**src/common/pio_pkg.sv**
```systemverilog
// constants, types and helpers for the parallel i/o port block
//
// Contract
// [RQ1] six ports, up to 46 lines; this block carries ports a to d only.
// [RQ2] port a: three inputs, three outputs, two bidirectional, all timer shared.
// [RQ3] single-chip: every port b pin is an output from port b data.
// [RQ4] expanded or test: port b pins carry high address bits 8 to 15.
// [RQ5] single-chip or bootstrap reset drives all port b pins low.
// [RQ6] port c is bidirectional gpio in single-chip, low address/data bus expanded.
// [RQ7] reset clears the port c output data register.
// [RQ8] reset clears port c direction so all port c pins are inputs; in expanded and test modes the code drives c_oe from ext_ad_oe instead.
// [RQ9] expanded/test: port c data accesses go to the external bus.
// [RQ10] each active strobe a edge captures port c pins into the latch register.
// [RQ11] writing the latch register updates port c data and clears the strobe flag; the code clears the flag only after a control read has seen it set.
// [RQ12] edge select 0 picks falling edge, 1 picks rising edge.
// [RQ13] port c direction bit 0 means input, 1 means output.
// [RQ14] port d bits 0 to 5 are gpio or serial/spi signals in every mode.
// [RQ15] reset clears port d direction, all port d pins inputs.
// [RQ16] port d direction bit 0 means input, 1 means output.
// [RQ17] d5 output with spi master: gpio output and mode-fault detection disabled.
// [RQ18] port d data and direction bits 7 and 6 read zero.
// [RQ19] control register bit 7 sets direction of port a bit 7.
// [RQ20] control register bit 3: port a bit 3 input at 0, output at 1.
// [RQ21] output compare control of pin a3 overrides its direction bit.
package pio_pkg;

	// =====================================================================
	// register indices; byte address is four times the index
	localparam logic [13:0] IDX_PORT_A     = 14'h1000;
	localparam logic [13:0] IDX_STROBE_CTL = 14'h1002;
	localparam logic [13:0] IDX_PORT_C     = 14'h1003;
	localparam logic [13:0] IDX_PORT_B     = 14'h1004;
	localparam logic [13:0] IDX_PORT_C_LAT = 14'h1005;
	localparam logic [13:0] IDX_PORT_C_DIR = 14'h1007;
	localparam logic [13:0] IDX_PORT_D     = 14'h1008;
	localparam logic [13:0] IDX_PORT_D_DIR = 14'h1009;
	localparam logic [13:0] IDX_PULSE_ACCUM_CTRL_AND_PORT_A_DATA_DIR      = 14'h1026;

	// =====================================================================
	// reset values and field positions
	localparam logic [7:0] RST_BYTE        = 8'h00;
	localparam logic [5:0] RST_PORT_D      = 6'h00;
	localparam logic       RST_EDGE_SEL    = 1'b1;
	localparam int         BIT_FLAG        = 7;
	localparam int         BIT_EDGE_SEL    = 1;
	localparam int         BIT_A7_DIR      = 7;
	localparam int         BIT_A3_DIR      = 3;
	localparam int         SYNC_W          = 20;
	localparam logic [1:0] RESP_OKAY       = 2'h0;
	localparam logic [1:0] RESP_SLVERR     = 2'h2;

	// =====================================================================
	// operating modes, decoded from the strap pins
	typedef enum logic [1:0] {MODE_BOOT, MODE_SINGLE, MODE_TEST, MODE_EXPANDED} mode_t;

	function automatic mode_t mode_decode(input logic [1:0] strap);
		case (strap)
			2'h0: mode_decode = MODE_BOOT;
			2'h1: mode_decode = MODE_SINGLE;
			2'h2: mode_decode = MODE_TEST;
			default: mode_decode = MODE_EXPANDED;
		endcase
	endfunction : mode_decode

	function automatic logic reg_hit(input logic [15:0] addr, input logic [13:0] idx);
		reg_hit = (addr == {idx, 2'h0});
	endfunction : reg_hit

endpackage : pio_pkg

```
**src/design/pio_ports.sv**
```systemverilog
// parallel i/o ports a to d with axi4-lite register access
`timescale 1ns/10ps
module pio_ports
	import pio_pkg::*;
(
	// clock and reset
	input  wire logic        clock,
	input  wire logic        sys_rst,
	// mode strap, caught while reset is high
	input  wire logic [1:0]  mode_strap,
	// axi4-lite slave
	input  wire logic [15:0] awaddr,
	input  wire logic        awvalid,
	output      logic        awready,
	input  wire logic [31:0] wdata,
	input  wire logic [3:0]  wstrb,
	input  wire logic        wvalid,
	output      logic        wready,
	output      logic [1:0]  bresp,
	output      logic        bvalid,
	input  wire logic        bready,
	input  wire logic [15:0] araddr,
	input  wire logic        arvalid,
	output      logic        arready,
	output      logic [31:0] rdata,
	output      logic [1:0]  rresp,
	output      logic        rvalid,
	input  wire logic        rready,
	// port a pins and timer
	input  wire logic [7:0]  a_in,
	output      logic [7:0]  a_out,
	output      logic [7:0]  a_oe,
	input  wire logic [2:0]  timer_oc_en,
	input  wire logic [2:0]  timer_oc_val,
	input  wire logic        oc_pa3_ctrl,
	input  wire logic        oc_pa3_val,
	// port b pins and high address
	output      logic [7:0]  b_out,
	input  wire logic [7:0]  addr_high,
	// port c pins, strobe and external bus
	input  wire logic [7:0]  c_in,
	output      logic [7:0]  c_out,
	output      logic [7:0]  c_oe,
	input  wire logic        strobe_a_input,
	input  wire logic [7:0]  ext_ad_out,
	input  wire logic [7:0]  ext_ad_oe,
	output      logic        ext_port_c_req,
	output      logic        ext_port_c_we,
	output      logic [7:0]  ext_port_c_wdata,
	input  wire logic [7:0]  ext_port_c_rdata,
	// port d pins and serial subsystems
	input  wire logic [5:0]  d_in,
	output      logic [5:0]  d_out,
	output      logic [5:0]  d_oe,
	input  wire logic [5:0]  alt_d_en,
	input  wire logic [5:0]  alt_d_out,
	input  wire logic [5:0]  alt_d_oe,
	input  wire logic        spi_master_select,
	output      logic        mode_fault_disable
);

	// =====================================================================
	// state
	mode_t             mode;
	logic [SYNC_W-1:0] sync1;
	logic [SYNC_W-1:0] sync2;
	logic [SYNC_W-1:0] sync3;
	logic [SYNC_W-1:0] clean;
	logic              strobe_prev;
	logic [7:0]        port_a_data;
	logic [7:0]        port_b_data;
	logic [7:0]        port_c_data;
	logic [7:0]        port_c_strobe_latch;
	logic [7:0]        port_c_direction;
	logic [5:0]        port_d_data;
	logic [5:0]        port_d_direction;
	logic [7:0]        pulse_accum_ctrl_and_port_a_data_dir;
	logic              strobe_a_edge_select;
	logic              strobe_flag;
	logic              flag_armed;
	logic              aw_held;
	logic [15:0]       aw_addr_q;
	logic              w_held;
	logic [7:0]        w_byte_q;
	logic              w_lane0_q;

	// =====================================================================
	// pin synchronisers: a change counts once stages two and three agree
	wire [SYNC_W-1:0] pin_raw   = {strobe_a_input, d_in, c_in, a_in[7], a_in[3], a_in[2:0]};
	wire [SYNC_W-1:0] sync_diff = sync2 ^ sync3;
	wire [SYNC_W-1:0] next_clean = (~sync_diff & sync3) | (sync_diff & clean);
	// reset loads the settled pin level, so a pin idling high gives no false edge afterwards
	always_ff @(posedge clock) begin
		sync1 <= pin_raw;
		sync2 <= sync1;
		sync3 <= sync2;
		if (sys_rst) begin
			clean <= sync3;
		end else begin
			clean <= next_clean;
		end
	end
	wire [2:0] a_pin_lo  = clean[2:0];
	wire       a_pin3    = clean[3];
	wire       a_pin7    = clean[4];
	wire [7:0] c_pin     = clean[12:5];
	wire [5:0] d_pin     = clean[18:13];
	wire       strobe_in = clean[19];
	// mode strap is loaded into the register while reset is asserted and held once it drops
	always_ff @(posedge clock) begin
		if (sys_rst) begin
			mode <= mode_decode(mode_strap);
		end
	end
	wire is_single = (mode == MODE_SINGLE) || (mode == MODE_BOOT);

	// =====================================================================
	// axi4-lite slave; address and data may arrive in either order
	wire do_write = aw_held && w_held && !bvalid;
	wire do_read  = arvalid && arready;
	wire wr_lane  = do_write && w_lane0_q;

	wire ws_a   = reg_hit(aw_addr_q, IDX_PORT_A);
	wire ws_ctl = reg_hit(aw_addr_q, IDX_STROBE_CTL);
	wire ws_c   = reg_hit(aw_addr_q, IDX_PORT_C);
	wire ws_b   = reg_hit(aw_addr_q, IDX_PORT_B);
	wire ws_cl  = reg_hit(aw_addr_q, IDX_PORT_C_LAT);
	wire ws_cd  = reg_hit(aw_addr_q, IDX_PORT_C_DIR);
	wire ws_d   = reg_hit(aw_addr_q, IDX_PORT_D);
	wire ws_dd  = reg_hit(aw_addr_q, IDX_PORT_D_DIR);
	wire ws_pa  = reg_hit(aw_addr_q, IDX_PULSE_ACCUM_CTRL_AND_PORT_A_DATA_DIR);
	wire ws_any = ws_a | ws_ctl | ws_c | ws_b | ws_cl | ws_cd | ws_d | ws_dd | ws_pa;
	wire rs_a   = reg_hit(araddr, IDX_PORT_A);
	wire rs_ctl = reg_hit(araddr, IDX_STROBE_CTL);
	wire rs_c   = reg_hit(araddr, IDX_PORT_C);
	wire rs_b   = reg_hit(araddr, IDX_PORT_B);
	wire rs_cl  = reg_hit(araddr, IDX_PORT_C_LAT);
	wire rs_cd  = reg_hit(araddr, IDX_PORT_C_DIR);
	wire rs_d   = reg_hit(araddr, IDX_PORT_D);
	wire rs_dd  = reg_hit(araddr, IDX_PORT_D_DIR);
	wire rs_pa  = reg_hit(araddr, IDX_PULSE_ACCUM_CTRL_AND_PORT_A_DATA_DIR);
	wire rs_any = rs_a | rs_ctl | rs_c | rs_b | rs_cl | rs_cd | rs_d | rs_dd | rs_pa;
	assign awready = !aw_held;
	assign wready  = !w_held;
	assign arready = !rvalid;

	always_ff @(posedge clock) begin
		if (sys_rst) begin
			aw_held   <= 1'b0;
			aw_addr_q <= 16'h0000;
			w_held    <= 1'b0;
			w_byte_q  <= RST_BYTE;
			w_lane0_q <= 1'b0;
			bvalid    <= 1'b0;
			bresp     <= RESP_OKAY;
		end else begin
			if (awvalid && awready) begin
				aw_held   <= 1'b1;
				aw_addr_q <= awaddr;
			end else if (do_write) begin
				aw_held <= 1'b0;
			end
			if (wvalid && wready) begin
				w_held    <= 1'b1;
				w_byte_q  <= wdata[7:0];
				w_lane0_q <= wstrb[0];
			end else if (do_write) begin
				w_held <= 1'b0;
			end
			if (do_write) begin
				bvalid <= 1'b1;
				bresp  <= ws_any ? RESP_OKAY : RESP_SLVERR;
			end else if (bready) begin
				bvalid <= 1'b0;
			end
		end
	end

	// =====================================================================
	// read data; pins read back where the bit is an input
	wire [7:0] a_read  = {pulse_accum_ctrl_and_port_a_data_dir[BIT_A7_DIR] ? port_a_data[7] : a_pin7,
		port_a_data[6:4], a_oe[3] ? a_out[3] : a_pin3, a_pin_lo};
	wire [7:0] c_read  = (port_c_direction & port_c_data) | (~port_c_direction & c_pin);
	wire [5:0] d_read  = (port_d_direction & port_d_data) | (~port_d_direction & d_pin);
	wire [7:0] ctl_rd  = {strobe_flag, 5'h00, strobe_a_edge_select, 1'b0};
	// [RQ9] external port c reads
	wire [7:0] c_value = is_single ? c_read : ext_port_c_rdata;
	// [RQ18] upper port d bits zero
	wire [7:0] rd_value = rs_a ? a_read : rs_ctl ? ctl_rd : rs_c ? c_value : rs_b ? port_b_data :
		rs_cl ? port_c_strobe_latch : rs_cd ? port_c_direction : rs_d ? {2'h0, d_read} :
		rs_dd ? {2'h0, port_d_direction} : rs_pa ? pulse_accum_ctrl_and_port_a_data_dir : 8'h00;

	always_ff @(posedge clock) begin
		if (sys_rst) begin
			rvalid <= 1'b0;
			rdata  <= 32'h00000000;
			rresp  <= RESP_OKAY;
		end else if (do_read) begin
			rvalid <= 1'b1;
			rdata  <= {24'h000000, rd_value};
			rresp  <= rs_any ? RESP_OKAY : RESP_SLVERR;
		end else if (rready) begin
			rvalid <= 1'b0;
		end
	end

	// =====================================================================
	// port registers
	wire wr_c_local = wr_lane && ws_c && is_single;
	wire wr_cl      = wr_lane && ws_cl;

	// [RQ5] [RQ7] [RQ8] [RQ15] reset values
	always_ff @(posedge clock) begin
		if (sys_rst) begin
			port_a_data                    <= RST_BYTE;
			port_b_data                    <= RST_BYTE;
			port_c_data                    <= RST_BYTE;
			port_c_direction               <= RST_BYTE;
			port_d_data                    <= RST_PORT_D;
			port_d_direction               <= RST_PORT_D;
			pulse_accum_ctrl_and_port_a_data_dir <= RST_BYTE;
			strobe_a_edge_select           <= RST_EDGE_SEL;
		end else begin
			if (wr_lane && ws_a) begin
				port_a_data <= w_byte_q;
			end
			if (wr_lane && ws_b) begin
				port_b_data <= w_byte_q;
			end
			// [RQ11] latch write drives port c
			if (wr_c_local || wr_cl) begin
				port_c_data <= w_byte_q;
			end
			if (wr_lane && ws_cd) begin
				port_c_direction <= w_byte_q;
			end
			if (wr_lane && ws_d) begin
				port_d_data <= w_byte_q[5:0];
			end
			if (wr_lane && ws_dd) begin
				port_d_direction <= w_byte_q[5:0];
			end
			if (wr_lane && ws_pa) begin
				pulse_accum_ctrl_and_port_a_data_dir <= w_byte_q;
			end
			if (wr_lane && ws_ctl) begin
				strobe_a_edge_select <= w_byte_q[BIT_EDGE_SEL];
			end
		end
	end

	// =====================================================================
	// strobe a capture and flag
	// [RQ12] edge polarity select
	wire strobe_edge = strobe_a_edge_select ? (strobe_in && !strobe_prev) : (!strobe_in && strobe_prev);
	wire flag_clear  = flag_armed && ((do_read && rs_cl) || wr_cl);
	wire next_flag   = strobe_edge || (strobe_flag && !flag_clear);

	always_ff @(posedge clock) begin
		if (sys_rst) begin
			strobe_prev         <= sync3[SYNC_W-1];
			strobe_flag         <= 1'b0;
			flag_armed          <= 1'b0;
			port_c_strobe_latch <= RST_BYTE;
		end else begin
			strobe_prev <= strobe_in;
			// [RQ10] capture port c pins
			if (strobe_edge) begin
				port_c_strobe_latch <= c_pin;
			end
			// [RQ11] set wins over clear
			strobe_flag <= next_flag;
			if (do_read && rs_ctl && strobe_flag) begin
				flag_armed <= 1'b1;
			end else if (flag_clear) begin
				flag_armed <= 1'b0;
			end
		end
	end

	// =====================================================================
	// external bus hand-off for port c in expanded and test modes
	always_ff @(posedge clock) begin
		if (sys_rst) begin
			ext_port_c_req   <= 1'b0;
			ext_port_c_we    <= 1'b0;
			ext_port_c_wdata <= RST_BYTE;
		end else begin
			// [RQ9] pass access outward
			ext_port_c_req   <= !is_single && ((do_write && ws_c) || (do_read && rs_c));
			ext_port_c_we    <= do_write && ws_c;
			ext_port_c_wdata <= w_byte_q;
		end
	end

	// =====================================================================
	// pin drivers
	// [RQ1] [RQ2] port a shape: 2:0 in, 6:4 out, 7 and 3 two-way
	wire a3_dir = oc_pa3_ctrl | pulse_accum_ctrl_and_port_a_data_dir[BIT_A3_DIR];
	// [RQ19] [RQ20] [RQ21] port a directions
	assign a_oe  = {pulse_accum_ctrl_and_port_a_data_dir[BIT_A7_DIR], 3'h7, a3_dir, 3'h0};
	assign a_out = {port_a_data[7], (timer_oc_en & timer_oc_val) | (~timer_oc_en & port_a_data[6:4]),
		oc_pa3_ctrl ? oc_pa3_val : port_a_data[3], 3'h0};
	// [RQ3] [RQ4] port b source by mode
	assign b_out = is_single ? port_b_data : addr_high;
	// [RQ6] [RQ13] port c gpio or bus
	assign c_out = is_single ? port_c_data : ext_ad_out;
	assign c_oe  = is_single ? port_c_direction : ext_ad_oe;
	// [RQ17] d5 gpio output under spi master
	assign mode_fault_disable = port_d_direction[5] && spi_master_select;
	wire [5:0] alt_sel = alt_d_en & ~{mode_fault_disable, 5'h00};
	// [RQ14] [RQ16] port d gpio or subsystem
	assign d_out = (alt_sel & alt_d_out) | (~alt_sel & port_d_data);
	assign d_oe  = (alt_sel & alt_d_oe) | (~alt_sel & port_d_direction);
endmodule : pio_ports

```
**config.mk**
```make
export PLATFORM = sky130hd
export DESIGN_NAME = pio_ports
export DESIGN_NICKNAME = d
export VERILOG_FILES = /design/src/common/pio_pkg.sv /design/src/design/pio_ports.sv
export SDC_FILE = /design/constraint.sdc
export NUM_CORES = 1
export LEC_CHECK = 0
export BUFFER_PORTS_ARGS = -buffer_cell sky130_fd_sc_hd__buf_2
export CAP_MARGIN = 20
export CORE_MARGIN = 2
export CORE_UTILIZATION = 40
export DETAILED_ROUTE_END_ITERATION = 7
export PLACE_DENSITY = 0.68
export SETUP_SLACK_MARGIN = 0.1
export SLEW_MARGIN = 20
export SYNTH_ARGS = -nofsm -noshare
export SYNTH_HDL_FRONTEND = slang
export SYNTH_SLANG_ARGS = --single-unit
```
**constraint.sdc**
```tcl
create_clock -name clock -period 1.9 [get_ports clock]
set_input_delay 0.38 -clock clock [delete_from_list [all_inputs] [get_ports clock]]
set_output_delay 0.38 -clock clock [all_outputs]
set_load 0.005 [all_outputs]
```
# --- After elaboration in Yosys (flattened, before gate mapping) ---
# Index checks and enable logic that the tools add are counted.
totals:
  output_inout_bits: 104
  input_bits: 159
  word_cells: 172
  regBits: 197
classes:
  n_bitwise: 43
  muxes: 31
  n_reduce_logical: 47
  eq_ne: 21
op_table:
  columns: ["operator", "n"]
  rows:
  - ["$eq A16 B15 Y1 const B", 18]
  - ["$mux W8", 13]
  - ["$and A6 B6 Y6", 7]
  - ["$and A20 B20 Y20", 2]
  - ["$logic_and A1 B1 Y1", 27]
  - ["$mux W20", 1]
  - ["$not A20 Y20", 1]
  - ["$or A20 B20 Y20", 1]
  - ["$xor A20 B20 Y20", 1]
  - ["$not A6 Y6", 3]
  - ["$or A6 B6 Y6", 3]
  - ["$or A1 B1 Y1", 17]
  - ["$and A8 B8 Y8", 2]
  - ["$mux W1", 14]
  - ["$reduce_bool A2 Y1", 5]
  - ["$logic_not A1 Y1", 8]
  - ["$not A8 Y8", 1]
  - ["$or A8 B8 Y8", 1]
  - ["$and A3 B3 Y3", 2]
  - ["$pmux W2 S3", 1]
  - ["$logic_or A1 B1 Y1", 5]
  - ["$eq A2 B1 Y1 const B", 2]
  - ["$logic_not A2 Y1", 2]
  - ["$mux W2", 2]
  - ["other kinds (3)", 3]

# --- Longest topological paths before layout ---
# Gate-level depths: netlist of the first run.
depth:
  word_depth: 10
  ltp_mapped: 7
  depth_no_buf: 5

# --- Worst setup path before layout of the first run ---
# No wires, ideal clock.
synth_timing:
  path_type: "input to register"
  from: "in araddr[6]"
  to: "reg rdata[2]"
  stages: 6
  arrival_ns: 1.894
  slack_ns: -0.118
  t_required_ns: 1.777
  path_buffers: 2
  setup_ns: 0.123
  path_cell_list: "buf_6 -> or4b_1 -> buf_2 -> or4_1 -> a311oi_1 -> nor3_1"
synth_via:
  elab_chain_len: 10
  elab_cells_between_ends: 18
  classes_between: "9 x eq/ne; 9 x mux"
synth_lines:
  columns: ["item", "line", "source"]
  rows:
  - ["start, declared", "pio_ports.sv:22", "input wire logic [15:0] araddr,"]
  - ["$eq A16 B15 Y1", "pio_pkg.sv:66", "reg_hit = (addr == {idx, 2'h0});"]
  - ["$mux W8 (2 in a row)", "pio_ports.sv:191", "rs_dd ? {2'h0, port_d_direction} : rs_pa ? pulse_accum_ctrl_and_port_a_data_dir : 8'h00;"]
  - ["$mux W8 (3 in a row)", "pio_ports.sv:190", "rs_cl ? port_c_strobe_latch : rs_cd ? port_c_direction : rs_d ? {2'h0, d_read} :"]
  - ["$mux W8 (3 in a row)", "pio_ports.sv:189", "wire [7:0] rd_value = rs_a ? a_read : rs_ctl ? ctl_rd : rs_c ? c_value : rs_b ? port_b_data :"]
  - ["$mux W8 (*)", "pio_ports.sv:189", null]
  - ["end signal, assigned", "pio_ports.sv:200", "rdata <= {24'h000000, rd_value};"]
  - ["end, declared", "pio_ports.sv:25", "output logic [31:0] rdata,"]
# Mark *: on every way between the ends. The rest lies on a longest branch, timed or not.
# A chain may end at the register's enable or synchronous reset.

# --- Worst setup path in the final report of the first run ---
layout_timing:
  from: "reg mode[1]"
  to: "out c_out[7]"
layout_via:
  elab_chain_len: 3
  elab_cells_between_ends: 4
  classes_between: "1 x eq/ne; 1 x mux; 2 x reduce/logical"
layout_lines:
  columns: ["item", "line", "source"]
  rows:
  - ["start, declared", "pio_ports.sv:64", "mode_t mode;"]
  - ["start signal, assigned", "pio_ports.sv:112", "mode <= mode_decode(mode_strap);"]
  - ["$eq A2 B1 Y1 or $logic_not A2 Y1 (tied branches)", "pio_ports.sv:115", "wire is_single = (mode == MODE_SINGLE) || (mode == MODE_BOOT);"]
  - ["$logic_or A1 B1 Y1 (*)", "pio_ports.sv:115", null]
  - ["$mux W8 (*)", "pio_ports.sv:307", "assign c_out = is_single ? port_c_data : ext_ad_out;"]
  - ["end, declared", "pio_ports.sv:42", "output logic [7:0] c_out,"]
# Marks and branches as above.

==> metrics, run 1 <==
status finished, violations left; violated checks setup timing; Slew @ Worst Pin 0.612 ns; relative slew slack 59.2%; Starting Density around 41%; commonest cells after routing, fill and taps aside 189 x buf_2, 168 x dfxtp_1, 71 x nor2_1, 71 x nand2_1, 70 x buf_4; grt ovf 0; leak pwr 0.00470 uW; vias post-DR 6808; Hold Path End sync1[3]$_DFF_P_; worst r2r dst port_c_direction[3]$_SDFFE_PP0P_; total wire length approximately 23000 um; antenna cells 0; area of the mapped netlist roughly 0.0082 sq mm; All-Layer GR Usage slightly above 20%; global placer's final weighted congestion about 0.91; first drt pass iteration count 5; largest net degree at the start of global routing 33; RSZ-0062 raised after global routing yes; EDFF count, synth 21; Crit Path Class reg -> out; Placeable Area 0.0202 sq mm; Hold Crit Start a_in[3]; I/O Buffers between 150 and 200; Root Driver clkbuf_16; Reg clk slew, reported paths 0.07 ns; Async S/R FF share, synth 0%; fin crit period between 1.5 and 2 ns; reg2reg start aw_addr_q[13]$_SDFFE_PP0P_; Syn Inst Count 845; Clk Latency, worst-skew pair between 0.4 and 0.5 ns; Synth area leaders dfxtp_1 41%, edfxtp_1 7.7%, mux2_2 6.8%, mux2i_1 6.4%, buf_4 3.5%; final setup violation count 12; Avg Inst Size Synth a little under 10 sq um; Pwr Density 837 mW/mm^2; pre-CTS setup slack -0.308 ns; r2r worst-path depth 8; clock sink count around 190; WL/cell 16.8 um; max cap viols 0; post-synth cell types 65; Area Overhead vs Synth 28.5%; Antenna Violating Nets Remaining 0; row cnt 52; Synth top area share 41.4%; Initial DRC Count a little under 500; FF+latch count, synth 191; Final Hold Viols 0; arrival time worst endpoint approximately 1.5 ns; Inst Count DP between 1000 and 1500; IO Count between 200 and 300; TNS Setup -0.207 ns; die span in x 147 um; final-report max-slew violation count 0; layout cells sized above 1 between 30% and 40%; initial antenna violation count 0; register area share after synthesis approximately half; TritonCTS buffer count 17; DP HPWL between 15000 and 20000 um; H-tree depth 4; Required @ worst endpoint approximately 1.5 ns; drt drc 0; Final Instance Count excl. Fillers 1364; highest net fanout along the worst path 23; hold_buf cts 0; setup ws final -0.0245 ns; Clock Skews 0.00690 ns; peak supply drop between 0.5 and 0.6 mV; period utilization 101%; Max clock buf depth 2; most area-hungry cell type in the Yosys netlist dfxtp_1; CP Launch Type flop; nets ~1200; crit path capture type primary output; routed vias/inst about 5; fmax about 520 MHz; vias in the first global route about 6300; overall power approximately 8800 uW; Die Y roughly 150 um; Die ar. ~0.022 sq mm; Top FF cell, synth dfxtp_1; TritonCTS clock tree done; Cells on Worst Hold Path 1; Yosys warnings 0; worst reg-to-reg setup slack 0.07 ns; Hold Path Class in -> reg; first-pass GRT wire length ~35000 um; Fill cells 1874; most common cell after layout, fill and taps aside buf_2
==> critical path: stages, from the launching register on <==
cell,delay [ns]
edfxtp_1,0.41
buf_12,0.22
mux2_2,0.35
buf_2,0.12
==> through the flow <==
step	hold WS, ns	util, %	instance area (sq um)
after floorplan	0.310	-	8370
after global placement	0.310	48.4	9790
after detailed placement	0.312	48.4	9790
after CTS	0.0318	51.5	10400
after global routing	0.0269	52.2	10600
final	0.0431	52.2	10600
==> synthesized netlist by cell type (5+ instances only) <==
cell      count
o21bai_1      5
and3_1        7
xor2_1       20
nand2b_1     28
dfxtp_1     170
a21oi_1      50
o21a_1        6
o21ai_0      19
mux2i_1      53
nor3_1       13
nor2b_1      15
nand4_1       7
clkbuf_1     32
o221ai_1      6
nand3_1      26
nor4_1        6
or4_1         5
nor2_1       72
buf_1        10
mux2_2       50
edfxtp_1     21
nand2_1      71
buf_2         9
buf_4        38
inv_1        12
and2_1       16
nor3b_1       5
==> power by group <==
part / leakage [uW] / switching (uW) / total (uW) / internal (uW)
clock network: 0.000281 / 1590 / 3480 / 1890
logic: 0.00280 / 467 / 951 / 484
registers: 0.00162 / 137 / 4410 / 4270
total: 0.00470 / 2190 / 8840 / 6650
==> area by class of cell <==
cell class                 instances  area, sq um  area share [%]
clock buffer                      23          500            4.73
inverter                          12         45.0           0.426
clock inverter                     9         72.6           0.686
tap                              270          338            3.20
timing repair buffer             274         1680            15.9
multi-input combinational        585         3890            36.8
sequential                       191         4040            38.2
==> layer usage <==
layer	global-route usage, %	wire [um]	up-vias	share of wire (%)
li1	-	-	3361	-
met1	27.7	10300	3186	45
met2	33.7	11000	237	48
met3	3.95	1300	24	5.7
met4	6.54	403	0	1.8
met5	0	0	-	0
==> cells by family (layout without fill, tap and decap cells) <==
kind of cell | after synthesis | after routing | synth area share, %
AND/OR/NAND/NOR | 297 | 297 | 18.6
flip-flops | 191 | 191 | 49.0
AO/OA/AOI/OAI | 129 | 129 | 10.1
multiplexers | 103 | 103 | 13.3
buffers and inverters | 102 | 318 | 6.62
XOR/XNOR | 21 | 21 | 2.24
other | 2 | 35 | 0.0913
==> what timing repair did <==
action / in CTS / in global routing
pin swaps: 3 / 10
resized for setup: 16 / 20
setup buffers: 0 / 5
setup endpoints to repair: 56 / 60
==> how the worst max path moves through the flow <==
stage                                        to  depth (start not counted)               from  slack, ns
after floorplan           rdata[2]$_SDFFE_PP0P_                          6          araddr[6]      -0.11
after global placement    rdata[2]$_SDFFE_PP0P_                          5          araddr[7]      -0.27
after detailed placement  rdata[2]$_SDFFE_PP0P_                          5          araddr[7]      -0.31
after CTS                              b_out[1]                          3  mode[1]$_DFFE_PP_      -0.03
after global routing                   c_out[0]                          3  mode[1]$_DFFE_PP_      -0.07
final                                  c_out[7]                          3  mode[1]$_DFFE_PP_      -0.02
Note: power is estimated with default switching activity, not from simulation.
==> inputs of run 2 (changes only) <==
CELL_PAD_IN_SITES_DETAIL_PLACEMENT = 0   (was unset)
CELL_PAD_IN_SITES_GLOBAL_PLACEMENT = 1   (was unset)
CORE_UTILIZATION = 34   (was 40)
PLACE_DENSITY = unset   (was 0.68)
PLACE_DENSITY_LB_ADDON = 0.1   (was unset)
==> metrics, run 2 (same netlist as run 1, synthesis figures left out) <==
All-Layer GR Usage 18.7% (-1.9 points); nets 1256 (+1.3%); vias in the first global route 6333 (+0.38%); TritonCTS buffer count 17 (unchanged); design area 0.0110 sq mm (+4.1%); status finished, violations left; clock sink count 191 (unchanged); largest net degree at the start of global routing 56 (+70%); Root Driver clkbuf_16; Hold Crit Start d_in[1]; P_sw 2370 uW (+8.2%); IO Count 263 (unchanged); clock share of power 39.9% (+0.5 points); Inst Count DP 1389 (+4.7%); vias post-DR 6849 (+0.60%); Final Instance Count excl. Fillers 1429 (+4.8%); row cnt 56 (+7.7%); Starting Density 34.8% (-5.8 points); TNS Setup -1.20 ns (-0.995 ns); highest net fanout along the worst path 6 (-74%); Initial DRC Count 467 (-5.7%); violated checks setup timing; Clk Latency, worst-skew pair 0.44 ns (about the same); global placer's final weighted congestion 0.859 (-5.3%); hold_buf cts 0 (unchanged); setup ws final -0.0689 ns (-0.0444 ns); CP Launch Type flop; antenna cells 0 (unchanged); period utilization 104% (+2.3 points); RSZ-0062 raised after global routing yes; grt ovf 0 (unchanged); Area Overhead vs Synth 33.8%; H-tree depth 4 (unchanged); max cap viols 0 (unchanged); commonest cells after routing, fill and taps aside 180 x buf_2, 166 x dfxtp_1, 81 x buf_4; relative slew slack 57.7% (-1.5 points); Slew @ Worst Pin 0.635 ns (+0.0234 ns); initial antenna violation count 0 (unchanged); final setup violation count 24 (+12); Reg clk slew, reported paths 0.08 ns (about the same); peak supply drop 0.533 mV (-7.4%); leak pwr 0.00486 uW (+3.4%); Max clock buf depth 2 (unchanged); reg2reg start aw_addr_q[13]$_SDFFE_PP0P_; routed vias/inst 4.79 (-4.0%); Final Hold Viols 0 (unchanged); Pint 6710 uW (+0.94%); Antenna Violating Nets Remaining 0 (unchanged); TritonCTS clock tree done; Clock Skews 0.0175 ns (+0.0106 ns); combinational power share 11.5% (+0.7 points); total wire length 24500 um (+6.9%); drt drc 0 (unchanged); I/O Buffers 196 (unchanged); Hold Path Class in -> reg; die span in x 160 um (+8.2%); final-report max-slew violation count 0 (unchanged); Fill cells 2337 (+25%); crit path capture type primary output; sequential group share of total power 48.6% (-1.3 points); pre-CTS setup slack -0.249 ns (+0.0591 ns); Die Y 160 um (+8.2%); most common cell after layout, fill and taps aside buf_2; layout cells sized above 1 37.6% (+2.9 points); Pwr Density 826 mW/mm^2 (-1.3%); fmax 508 MHz (-2.3%); arrival time worst endpoint 1.59 ns (+0.05 ns); first drt pass iteration count 8 (+3); Die ar. 0.0255 sq mm (+17%); DP HPWL 18200 um (+5.4%); Placeable Area 0.0236 sq mm (+17%); Required @ worst endpoint 1.52 ns (about the same); CP startpoint mode[1]$_DFFE_PP_; fin crit period 1.97 ns (+0.0444 ns); Crit Path Class reg -> out; Post-DP Area 0.00994 sq mm (+1.5%); first-pass GRT wire length 36500 um (+5.3%); hold_ws 0.0339 ns (-0.00918 ns); WL/cell 17.2 um (+2.0%); Sw Share 26.1% (+1.3 points)
[run 2: cell types whose count changed in the layout (fill, tap and decap cells not counted), sizes merged]
cell,delta
buf,+15
bufinv,+1
clkbuf,-5
clkinv,+3
clkinvlp,-1
inv,+3
[run 2: layout make-up]
| type | count | area (sq um) | share of cell area [%] |
|---|---|---|---|
| Sequential cell | 191 | 4040 | 36.7 |
| Multi-Input combinational cell | 585 | 4030 | 36.6 |
| Timing Repair Buffer | 290 | 1900 | 17.3 |
| Clock buffer | 17 | 425 | 3.87 |
| Tap cell | 319 | 399 | 3.63 |
| Clock inverter | 15 | 171 | 1.56 |
| Inverter | 12 | 45.0 | 0.409 |
[run 2: power groups by stage]
| stage | logic (uW) | clock network [uW] | registers, uW |
|---|---|---|---|
| after global routing | 1150 | 3890 | 4440 |
| after global placement | 933 | 0 | 4510 |
| after floorplan | 562 | 0 | 4450 |
| after detailed placement | 938 | 0 | 4510 |
| final | 1050 | 3630 | 4410 |
| after CTS | 999 | 3730 | 4420 |
[run 2: worst paths after layout]
path	to	slack (ns)	cells past startpoint
worst max-delay path	c_oe[7]	-0.07	4
worst min-delay path	sync1[14]$_DFF_P_	0.03	1
worst max register to register	port_c_direction[7]$_SDFFE_PP0P_	0.07	8
worst min register to register	sync2[15]$_DFF_P_	0.33	0
[run 2: routing by layer]
metal  part of all wire (%)  up-vias  global-route usage [%]
met4                    1.2        0                    4.79
met3                    4.5       22                    3.49
li1                       -     3396                       -
met2                     48      202                    30.6
met1                     46     3229                    25.4
met5                      0        -                       0
[run 2: stage by stage]
step	util, %	total power, uW
after global routing	46.6	9480
after floorplan	-	5010
final	46.6	9090
after CTS	45.4	9140
after global placement	42.1	5440
after detailed placement	42.1	5450
[run 2: timing repair]
item,CTS,global route
buffers inserted,7,1
cloned,1,1
pin swaps,1,21
endpoints found under the hold margin,0,0
setup endpoints to repair,67,62
gates resized for setup,20,66
[run 2: worst max-delay path: stages (launching register included)]
cell      delay [ns]
edfxtp_1        0.40
buf_6           0.17
buf_12          0.14
mux2_4          0.30
buf_6           0.12
